==> config.mk <==
export PLATFORM = sky130hd
export DESIGN_NAME = fault_resp
export DESIGN_NICKNAME = d
export VERILOG_FILES = /design/src/design/fault_resp_pkg.sv /design/src/design/fault_resp.sv
export SDC_FILE = /design/constraint.sdc
export NUM_CORES = 1
export LEC_CHECK = 0
export ABC_CLOCK_PERIOD_IN_PS = 3600
export BUFFER_PORTS_ARGS = -buffer_cell sky130_fd_sc_hd__buf_4
export CAP_MARGIN = 20
export CORE_ASPECT_RATIO = 1.25
export CORE_MARGIN = 1.5
export CORE_UTILIZATION = 54
export CTS_CLUSTER_DIAMETER = 150
export DETAILED_ROUTE_END_ITERATION = 8
export GPL_TIMING_DRIVEN = 0
export PLACE_DENSITY = 0.79
export SETUP_SLACK_MARGIN = 0.02
export SLEW_MARGIN = 20
export SYNTH_ARGS = -nofsm -noshare
export SYNTH_HDL_FRONTEND = slang
export SYNTH_SLANG_ARGS = --single-unit
==> constraint.sdc <==
create_clock -name i_clk -period 3.6 [get_ports i_clk]
set_input_delay 0.36 -clock i_clk [delete_from_list [all_inputs] [get_ports i_clk]]
set_output_delay 0.36 -clock i_clk [all_outputs]
set_load 0.05 [all_outputs]
==> src/design/fault_resp_pkg.sv <==
// shared constants and types of the sensor fault-response block
// assumes a single 100 MHz core clock and a chip-level power-on reset
package fault_resp_pkg;

  // ----------------------------------------------------------------
  // timing
  // ----------------------------------------------------------------
  localparam int CLK_PERIOD_NS = 10;
  localparam int RST_HOLD_NS = 1000;
  localparam int RST_CYC = (RST_HOLD_NS + CLK_PERIOD_NS - 1) / CLK_PERIOD_NS;
  localparam int RST_CNT_W = 8;

  // ----------------------------------------------------------------
  // widths and field positions
  // ----------------------------------------------------------------
  localparam int SP_W = 16;
  localparam int ROM_W = 8;
  localparam int N_ASYNC = 7;
  localparam int SSM_BIT = 7;
  // async input vector positions
  localparam int AS_VOLT = 0;
  localparam int AS_FREQ = 1;
  localparam int AS_TEMP = 2;
  localparam int AS_LIGHT = 3;
  localparam int AS_EEL_A = 4;
  localparam int AS_EEL_B = 5;
  localparam int AS_HV_OK = 6;
  // reset cause bits
  localparam int CAUSE_W = 6;
  localparam int CA_POWER = 0;
  localparam int CA_VOLT = 1;
  localparam int CA_PARITY = 5;
  localparam logic [CAUSE_W-1:0] CAUSE_POR = 6'h01;
  // exception reason bits
  localparam int REASON_W = 9;
  localparam int RS_EE_LIGHT = 0;
  localparam int RS_STACK = 1;
  localparam int RS_SFI = 4;
  // stack modes
  localparam int MD_USER = 0;
  localparam int MD_SYS = 1;
  localparam int MD_SSM = 2;
  localparam logic [SP_W-1:0] SP_LO_DEF = 16'h0100;
  localparam logic [SP_W-1:0] SP_HI_DEF = 16'h01FF;

  // ----------------------------------------------------------------
  // types
  // ----------------------------------------------------------------
  typedef enum logic [1:0] {SSM_BOOT, SSM_TEST, SSM_APP} ssm_mode_t;
  typedef enum logic [1:0] {EEL_OFF, EEL_A, EEL_B, EEL_OFF2} eel_sel_t;

  typedef struct packed {
    logic volt;
    logic freq;
    logic temp;
    logic light;
  } env_alarm_t;

  typedef struct packed {
    logic arith;
    logic des;
    logic status;
    logic sp;
    logic pc;
  } sfi_alarm_t;

  typedef struct packed {
    logic [N_ASYNC-1:0] sync1;
    logic [N_ASYNC-1:0] sync2;
    logic [RST_CNT_W-1:0] rst_cnt;
    logic rst_active;
    logic [CAUSE_W-1:0] cause;
    logic [REASON_W-1:0] reason;
    logic exc;
    logic [2:0][SP_W-1:0] sp;
    ssm_mode_t ssm;
    logic sens_on;
    logic wr_prev;
    logic hv_fail;
  } state_t;

endpackage : fault_resp_pkg

==> src/design/fault_resp.sv <==
// sensor alarm gathering, forced reset, exception and cause indication
// assumes sensor pins are asynchronous; core-side strobes share i_clk
`timescale 1ns/100ps
`default_nettype none

module fault_resp #(
  parameter logic [fault_resp_pkg::SP_W-1:0] SP_LO = fault_resp_pkg::SP_LO_DEF,
  parameter logic [fault_resp_pkg::SP_W-1:0] SP_HI = fault_resp_pkg::SP_HI_DEF,
  parameter bit TEST_LOCKED = 1'b1
) (
  // clock and reset
  input wire logic i_clk,
  input wire logic i_reset_n,
  // analog sensor alarms, asynchronous
  input wire fault_resp_pkg::env_alarm_t i_env_alarm,
  input wire logic i_ee_light_a,
  input wire logic i_ee_light_b,
  input wire logic i_ee_hv_ok,
  // core-side fault detectors and configuration
  input wire fault_resp_pkg::sfi_alarm_t i_sfi_alarm,
  input wire fault_resp_pkg::eel_sel_t i_ee_light_sel,
  input wire logic i_sensor_off_req,
  input wire logic i_ee_write_active,
  input wire logic i_boot_done,
  // processor mode and stack traffic
  input wire logic [7:0] i_processor_status_high_byte,
  input wire logic i_system_mode,
  input wire logic i_sp_push,
  input wire logic i_sp_pop,
  // rom read check
  input wire logic i_rom_rd_valid,
  input wire logic [fault_resp_pkg::ROM_W-1:0] i_rom_rd_data,
  input wire logic i_rom_rd_parity,
  // software clears of the sticky indicators
  input wire logic [fault_resp_pkg::CAUSE_W-1:0] i_cause_clr,
  input wire logic [fault_resp_pkg::REASON_W-1:0] i_reason_clr,
  // results
  output logic o_chip_reset_n,
  output logic o_exception,
  output logic [fault_resp_pkg::CAUSE_W-1:0] o_reset_cause,
  output logic [fault_resp_pkg::REASON_W-1:0] o_exc_reason,
  output logic o_ee_hv_fail,
  output logic o_sensors_on,
  output fault_resp_pkg::ssm_mode_t o_ssm_mode,
  output logic [2:0][fault_resp_pkg::SP_W-1:0] o_sp
);

  // ----------------------------------------------------------------
  // state
  // ----------------------------------------------------------------
  localparam fault_resp_pkg::state_t ST_RESET = '{
    sync1: '0, sync2: '0, rst_cnt: '0, rst_active: 1'b0,
    cause: fault_resp_pkg::CAUSE_POR, reason: '0, exc: 1'b0,
    sp: {3{SP_LO}}, ssm: fault_resp_pkg::SSM_BOOT, sens_on: 1'b1,
    wr_prev: 1'b0, hv_fail: 1'b0};

  fault_resp_pkg::state_t r;
  fault_resp_pkg::state_t n;
  logic [fault_resp_pkg::N_ASYNC-1:0] async_in;
  logic [fault_resp_pkg::CAUSE_W-1:0] rst_src;
  logic [fault_resp_pkg::REASON_W-1:0] ev;
  logic parity_err;
  logic eel_hit;
  logic [1:0] md;

  assign async_in = {i_ee_hv_ok, i_ee_light_b, i_ee_light_a, i_env_alarm.light,
                     i_env_alarm.temp, i_env_alarm.freq, i_env_alarm.volt};
  // even parity over data plus parity bit
  assign parity_err = i_rom_rd_valid & (^{i_rom_rd_data, i_rom_rd_parity});

  // ----------------------------------------------------------------
  // next state
  // ----------------------------------------------------------------
  always_comb begin
    n = r;
    n.sync1 = async_in;
    n.sync2 = r.sync1;
    // fixed wiring; no software input reaches this vector
    rst_src = '0;
    rst_src[fault_resp_pkg::CA_VOLT +: 4] = r.sync2[fault_resp_pkg::AS_VOLT +: 4]
                                            & {4{r.sens_on}};
    rst_src[fault_resp_pkg::CA_PARITY] = parity_err;
    // mode of the active stack pointer
    if (i_processor_status_high_byte[fault_resp_pkg::SSM_BIT]) begin
      md = 2'(fault_resp_pkg::MD_SSM);
    end else if (i_system_mode) begin
      md = 2'(fault_resp_pkg::MD_SYS);
    end else begin
      md = 2'(fault_resp_pkg::MD_USER);
    end
    case (i_ee_light_sel)
      fault_resp_pkg::EEL_A: eel_hit = r.sync2[fault_resp_pkg::AS_EEL_A];
      fault_resp_pkg::EEL_B: eel_hit = r.sync2[fault_resp_pkg::AS_EEL_B];
      default: eel_hit = 1'b0;
    endcase
    ev = '0;
    ev[fault_resp_pkg::RS_EE_LIGHT] = eel_hit & r.sens_on;
    ev[fault_resp_pkg::RS_SFI +: 5] = i_sfi_alarm;
    n.exc = 1'b0;
    if (|rst_src) begin
      // forced reset: everything back to reset values except the cause record and the sync chain
      n = ST_RESET;
      n.sync1 = async_in;
      n.sync2 = r.sync1;
      n.rst_active = 1'b1;
      n.rst_cnt = fault_resp_pkg::RST_CYC[fault_resp_pkg::RST_CNT_W-1:0];
    end else if (r.rst_active) begin
      n = ST_RESET;
      n.sync1 = async_in;
      n.sync2 = r.sync1;
      n.rst_cnt = r.rst_cnt - 1'b1;
      n.rst_active = (r.rst_cnt != 1);
    end else begin
      // super system sub-mode; boot is re-entered only through a forced or power-on reset
      case (r.ssm)
        fault_resp_pkg::SSM_BOOT: begin
          if (i_boot_done) begin
            n.ssm = TEST_LOCKED ? fault_resp_pkg::SSM_APP : fault_resp_pkg::SSM_TEST;
          end
        end
        fault_resp_pkg::SSM_TEST: n.ssm = fault_resp_pkg::SSM_TEST;
        fault_resp_pkg::SSM_APP: n.ssm = fault_resp_pkg::SSM_APP;
        default: n.ssm = fault_resp_pkg::SSM_APP;
      endcase
      // the off request has no path into sens_on
      n.sens_on = (n.ssm != fault_resp_pkg::SSM_TEST) | i_sensor_off_req & 1'b0;
      // stack pointer of the active mode; a move past a limit is refused
      if (i_sp_push && !i_sp_pop) begin
        if (r.sp[md] == SP_HI) begin
          ev[fault_resp_pkg::RS_STACK + md] = 1'b1;
        end else begin
          n.sp[md] = r.sp[md] + 1'b1;
        end
      end else if (i_sp_pop && !i_sp_push) begin
        if (r.sp[md] == SP_LO) begin
          ev[fault_resp_pkg::RS_STACK + md] = 1'b1;
        end else begin
          n.sp[md] = r.sp[md] - 1'b1;
        end
      end
      // high-voltage flag: cleared at the start of a write, set while low
      n.wr_prev = i_ee_write_active;
      if (i_ee_write_active && !r.wr_prev) begin
        n.hv_fail = 1'b0;
      end
      if (i_ee_write_active && !r.sync2[fault_resp_pkg::AS_HV_OK]) begin
        n.hv_fail = 1'b1;
      end
      // set wins over a clear in the same cycle
      n.reason = (r.reason & ~i_reason_clr) | ev;
      n.exc = |ev;
    end
    // cause survives the forced reset; only power-on or i_cause_clr clears it
    n.cause = (r.cause & ~i_cause_clr) | rst_src;
  end

  always_ff @(posedge i_clk or negedge i_reset_n) begin
    if (!i_reset_n) begin
      r <= ST_RESET;
    end else begin
      r <= n;
    end
  end

  // ----------------------------------------------------------------
  // outputs
  // ----------------------------------------------------------------
  assign o_chip_reset_n = ~r.rst_active;
  assign o_exception = r.exc;
  assign o_reset_cause = r.cause;
  assign o_exc_reason = r.reason;
  assign o_ee_hv_fail = r.hv_fail;
  assign o_sensors_on = r.sens_on;
  assign o_ssm_mode = r.ssm;
  assign o_sp = r.sp;

  // ----------------------------------------------------------------
  // checks
  // ----------------------------------------------------------------
  property p_env_reset;
    @(posedge i_clk) disable iff (!i_reset_n)
      (r.sync2[fault_resp_pkg::AS_VOLT] && r.sens_on)
      |=> (!o_chip_reset_n && o_reset_cause[fault_resp_pkg::CA_VOLT]);
  endproperty
  a_env_reset: assert property (p_env_reset) else $error("voltage alarm gave no reset");

  property p_parity_reset;
    @(posedge i_clk) disable iff (!i_reset_n)
      parity_err |=> (!o_chip_reset_n && o_reset_cause[fault_resp_pkg::CA_PARITY]);
  endproperty
  a_parity_reset: assert property (p_parity_reset) else $error("parity error gave no reset");

  property p_sfi_exc;
    @(posedge i_clk) disable iff (!i_reset_n)
      (o_chip_reset_n && i_sfi_alarm.pc && rst_src == '0)
      |=> (o_exception && o_chip_reset_n && o_exc_reason[fault_resp_pkg::RS_SFI]);
  endproperty
  a_sfi_exc: assert property (p_sfi_exc) else $error("fault alarm gave no exception");

  property p_reset_hold;
    @(posedge i_clk) disable iff (!i_reset_n)
      $fell(o_chip_reset_n) |-> (!o_chip_reset_n && o_exc_reason == '0) [*8];
  endproperty
  a_reset_hold: assert property (p_reset_hold) else $error("forced reset too short");

  property p_cause_sticky;
    @(posedge i_clk) disable iff (!i_reset_n)
      (o_reset_cause[fault_resp_pkg::CA_PARITY] && !i_cause_clr[fault_resp_pkg::CA_PARITY])
      |=> o_reset_cause[fault_resp_pkg::CA_PARITY];
  endproperty
  a_cause_sticky: assert property (p_cause_sticky) else $error("cause bit lost");

  property p_hv_flag;
    @(posedge i_clk) disable iff (!i_reset_n)
      (o_chip_reset_n && rst_src == '0 && i_ee_write_active
       && !r.sync2[fault_resp_pkg::AS_HV_OK])
      |=> (o_ee_hv_fail && o_chip_reset_n);
  endproperty
  a_hv_flag: assert property (p_hv_flag) else $error("high voltage fault not flagged");

  property p_stack_limit;
    @(posedge i_clk) disable iff (!i_reset_n)
      (o_chip_reset_n && rst_src == '0 && md == 2'(fault_resp_pkg::MD_USER)
       && i_sp_push && !i_sp_pop && o_sp[fault_resp_pkg::MD_USER] == SP_HI)
      |=> (o_exception && o_exc_reason[fault_resp_pkg::RS_STACK]
           && o_sp[fault_resp_pkg::MD_USER] == SP_HI);
  endproperty
  a_stack_limit: assert property (p_stack_limit) else $error("stack limit not trapped");

  property p_no_test;
    @(posedge i_clk) disable iff (!i_reset_n)
      TEST_LOCKED |-> (o_ssm_mode != fault_resp_pkg::SSM_TEST && o_sensors_on);
  endproperty
  a_no_test: assert property (p_no_test) else $error("test mode or sensors off");

  // an alarm that starts a forced reset is always recorded, even under a clear
  property p_cause_record;
    @(posedge i_clk) disable iff (!i_reset_n)
      (rst_src != '0) |=> ((o_reset_cause & $past(rst_src)) == $past(rst_src));
  endproperty
  a_cause_record: assert property (p_cause_record) else $error("cause missed");

  property p_reason_record;
    @(posedge i_clk) disable iff (!i_reset_n)
      (o_chip_reset_n && rst_src == '0 && ev != '0)
      |=> (o_exception && (o_exc_reason & $past(ev)) == $past(ev));
  endproperty
  a_reason_record: assert property (p_reason_record) else $error("reason missed");

  property p_ee_light_off;
    @(posedge i_clk) disable iff (!i_reset_n)
      (i_ee_light_sel == fault_resp_pkg::EEL_OFF || i_ee_light_sel == fault_resp_pkg::EEL_OFF2)
      |-> !ev[fault_resp_pkg::RS_EE_LIGHT];
  endproperty
  a_ee_light_off: assert property (p_ee_light_off) else $error("deselected light fired");

  // the high-voltage flag and other quiet inputs never raise an exception
  property p_exc_sources;
    @(posedge i_clk) disable iff (!i_reset_n)
      (i_sfi_alarm == '0 && !eel_hit && !i_sp_push && !i_sp_pop) |=> !o_exception;
  endproperty
  a_exc_sources: assert property (p_exc_sources) else $error("stray exception");

  property p_boot_once;
    @(posedge i_clk) disable iff (!i_reset_n)
      (o_ssm_mode != fault_resp_pkg::SSM_BOOT && rst_src == '0)
      |=> (o_ssm_mode != fault_resp_pkg::SSM_BOOT);
  endproperty
  a_boot_once: assert property (p_boot_once) else $error("boot re-entered");

  property p_sys_stack_floor;
    @(posedge i_clk) disable iff (!i_reset_n)
      (o_chip_reset_n && rst_src == '0 && md == 2'(fault_resp_pkg::MD_SYS)
       && i_sp_pop && !i_sp_push && o_sp[fault_resp_pkg::MD_SYS] == SP_LO)
      |=> (o_exception && o_exc_reason[fault_resp_pkg::RS_STACK + fault_resp_pkg::MD_SYS]
           && o_sp[fault_resp_pkg::MD_SYS] == SP_LO);
  endproperty
  a_sys_stack_floor: assert property (p_sys_stack_floor) else $error("floor miss");

  c_env_reset: cover property (@(posedge i_clk) disable iff (!i_reset_n)
    $rose(o_chip_reset_n) ##1 o_reset_cause[fault_resp_pkg::CA_VOLT]);
  c_sfi_exc: cover property (@(posedge i_clk) disable iff (!i_reset_n)
    o_exception && o_exc_reason[fault_resp_pkg::RS_SFI + 3]);
  c_boot_exit: cover property (@(posedge i_clk) disable iff (!i_reset_n)
    o_ssm_mode == fault_resp_pkg::SSM_BOOT ##1 o_ssm_mode == fault_resp_pkg::SSM_APP);
  c_stack_trap: cover property (@(posedge i_clk) disable iff (!i_reset_n)
    o_exception && o_exc_reason[fault_resp_pkg::RS_STACK + fault_resp_pkg::MD_SSM]);
  c_hv_fail: cover property (@(posedge i_clk) disable iff (!i_reset_n)
    $rose(o_ee_hv_fail) && o_chip_reset_n);

endmodule : fault_resp

`default_nettype wire

==> metrics <==
root buffer cell clkbuf_16; # port buffers 114; Clock Sinks 92; CP max stage delay 0.79 ns; ys flop type dfrtp_1; Ports 124; slowest cell on the critical path a2111oi_4; fin nets 710; synthesized flop and latch total 92; H-tree depth 3; Post-CTS Resized 0; status complete, no violations; CTS tree built; CTS clk-pin slew, worst paths 0.06 ns; RSZ-0062 raised after global routing no; critical path type register to register; crit path DAT 3.51 ns; Overflow after GRT 0; DRT Wirelength 12.1 mm; Syn Std Cell Area 5290 µm²; most used cells in the layout excluding fill and tap cells buf_4 (179), dfrtp_1 (87), nor2_1 (51), nand2_1 (44), mux2i_1 (35); wire per inst 15.5 µm; Rel. slew slack 44.7%; largest net degree at the start of global routing 93; layout cells sized above 1 36.3%; Tot Pwr 2.24 mW; R2R setup slack 0.29 ns; vias in the first global route 4,022; Post-Syn Area per Cell 10.1 µm²; Worst Path Max Fanout 10; Antenna diodes 0; Setup Viol. Count Final 0; ANT nets after route 0; Pins Over Slew Limit 0; post-synthesis net count 585; initial antenna violation count 0; leakage power 3.14 nW; initial drt markers 148; asr flop ratio synth 100%; sequential share of the synthesized area 43.7%; number of synthesized flops with an enable pin 0; Chip Width 91.5 µm; global-route wire length before repair 19.1 mm; Layout Skew 0.00556 ns; Final Hold Viols 0; minimum hold slack 0.0453 ns; Yosys Warn Count 0; DR vias/cell 5.24; worst hold path type input pin to async pin; leading cell type in the layout, fill and taps excluded buf_4; Layout area overhead 24.7%; clock latency on the worst-skew pair 0.34 ns; CTS Buffer Depth 2; R2R cell count 12; Slew @ Worst Pin 0.830 ns; CP cell instances mux2_4 -> mux2i_4 -> inv_1 -> ha_1 -> o2111ai_1 -> or4_1 -> buf_2 -> o22ai_4 -> a2111oi_4 -> buf_6 -> mux2i_1 -> nor2_1; Placement Rows 40; Final period util 91.8%; Achievable Freq 303 MHz; FF-to-FF End o_sp[7]$_DFFE_PN0P_; DRC 0; Initial Util 55.3%; Die Area 10,400 µm²; Min Clock Period, post-route 3.31 ns; Max-Cap Viols 0; GP Congestion 0.853; drt pass-1 iters 5; Syn Inst Count 522; type of origin of the critical path register; power per cell area 339 nW/µm²; dpl hpwl 8.84 mm; Num CTS Buffers 9; Total GRT Usage 23.3%; core footprint 9560 µm²; Peak VDD IR 0.261 mV; Distinct cells, synth 61; via count 4,074; CP Capture Type register; Crit path required time 3.80 ns; Die H 114 µm; Core Util, Final 69.0%; RR Startpoint o_sp[0]$_DFFE_PN0P_
state kept, by name, indices dropped and copies added (netlist names):
signal / count
o_exception: 1
o_ee_hv_fail: 1
o_sp: 48
o_reset_cause: 6
o_exc_reason: 9
o_ssm_mode: 2
r: 24
o_sensors_on: 1
critical path, delay by kind of cell, from the launching register on:
family	cells	cell delay, ns
AO/OA/AOI/OAI	3	1.05
adder cells (fa/ha/maj)	1	0.25
buffers and inverters	3	0.57
flip-flops	1	0.39
multiplexers	3	0.68
AND/OR/NAND/NOR	2	0.21
area by class of cell:
class | count | area (µm²)
repair buffers | 114 | 860
well taps | 126 | 158
multi-input cells | 316 | 2260
clock buffers | 12 | 256
flip-flops and latches | 92 | 2310
inverters | 27 | 101
plain buffers | 87 | 622
clock inverters | 4 | 32.5
fillers | 733 | 2970
power breakdown:
| group | leakage (nW) | total (mW) | switching [mW] | internal, mW |
|---|---|---|---|---|
| registers | 1.20 | 1.06 | 0.00770 | 1.05 |
| logic | 1.80 | 0.270 | 0.152 | 0.118 |
| clock network | 0.135 | 0.909 | 0.400 | 0.510 |
per-stage QoR:
stage / cells / setup TNS [ns] / setup slack, ns / area [µm²]
after floorplan: 522 / 0 / 0.596 / 5290
after global placement: 762 / -0.143 / -0.0309 / 6300
after detailed placement: 762 / -0.417 / -0.0821 / 6300
after CTS: 778 / 0 / 0.241 / 6590
after global routing: 778 / 0 / 0.0230 / 6590
final: 778 / 0 / 0.295 / 6590
cells in the mapped netlist (all sizes together) (2+ instances only):
| cell type | n | share of area (%) |
|---|---|---|
| dfrtp | 87 | 41 |
| buf | 78 | 11 |
| nor2 | 51 | 3.6 |
| nand2 | 44 | 3.1 |
| mux2i | 38 | 7.9 |
| inv | 27 | 1.9 |
| a21oi | 23 | 2.2 |
| o21ai | 23 | 2.5 |
| xnor2 | 19 | 3.1 |
| clkbuf | 9 | 0.66 |
| ha | 8 | 1.9 |
| nand2b | 8 | 0.95 |
| xor2 | 8 | 1.5 |
| a22o | 7 | 1.2 |
| o21a | 7 | 1.0 |
| mux2 | 6 | 1.4 |
| nand3 | 6 | 0.57 |
| dfstp | 5 | 2.5 |
| nor2b | 5 | 0.59 |
| nor3 | 5 | 0.47 |
| o2bb2ai | 5 | 0.83 |
| a211oi | 4 | 0.76 |
| and2 | 4 | 0.47 |
| nor4 | 4 | 0.76 |
| o22ai | 4 | 0.73 |
| nand4 | 3 | 0.64 |
| or3 | 3 | 0.35 |
| or4 | 3 | 0.43 |
| or4b | 3 | 0.57 |
| a2111oi | 2 | 1.0 |
| a21boi | 2 | 0.35 |
| nand3b | 2 | 0.28 |
| nor4b | 2 | 0.33 |
| o2111ai | 2 | 0.33 |
| o21bai | 2 | 0.28 |
| o32ai | 2 | 0.33 |
| o41ai | 2 | 0.33 |
cell families after synthesis:
kind of cell    count (synthesis)  share of synthesized area (%)
buf+inv                       114                           13.7
compound gates                 92                           13.1
fa+ha+maj                       8                           1.89
mux                            44                           9.32
xor+xnor                       28                           5.04
flops                          92                           43.7
simple gates                  144                           13.3
what timing repair did:
action                     in CTS  in global routing
hold buffers                    0                  0
setup endpoints to repair       0                  4
setup buffers                   0                  0
worst max path at each step:
stage,startpoint,end,cells after the start
floorplan,i_system_mode,o_sp[25]$_DFFE_PN0P_,13
global placement,i_system_mode,o_sp[25]$_DFFE_PN0P_,14
detailed placement,i_system_mode,o_sp[22]$_DFFE_PN0P_,14
CTS,o_sp[0]$_DFFE_PN0P_,o_sp[22]$_DFFE_PN0P_,12
global route,o_sp[1]$_DFFE_PN0P_,o_sp[5]$_DFFE_PN0P_,12
finish,o_sp[0]$_DFFE_PN0P_,o_sp[7]$_DFFE_PN0P_,12
routing by layer:
metal,part of all wire [%],vias to the layer above,global-route usage (%),wire [µm]
met2,51,132,41.2,6160
met4,1.9,0,8.23,230
met3,5.2,19,3.73,625
li1,-,1966,-,-
met1,42,1957,28.8,5080
met5,0,-,0,0
No activity file was read; power rests on OpenSTA's default activity.
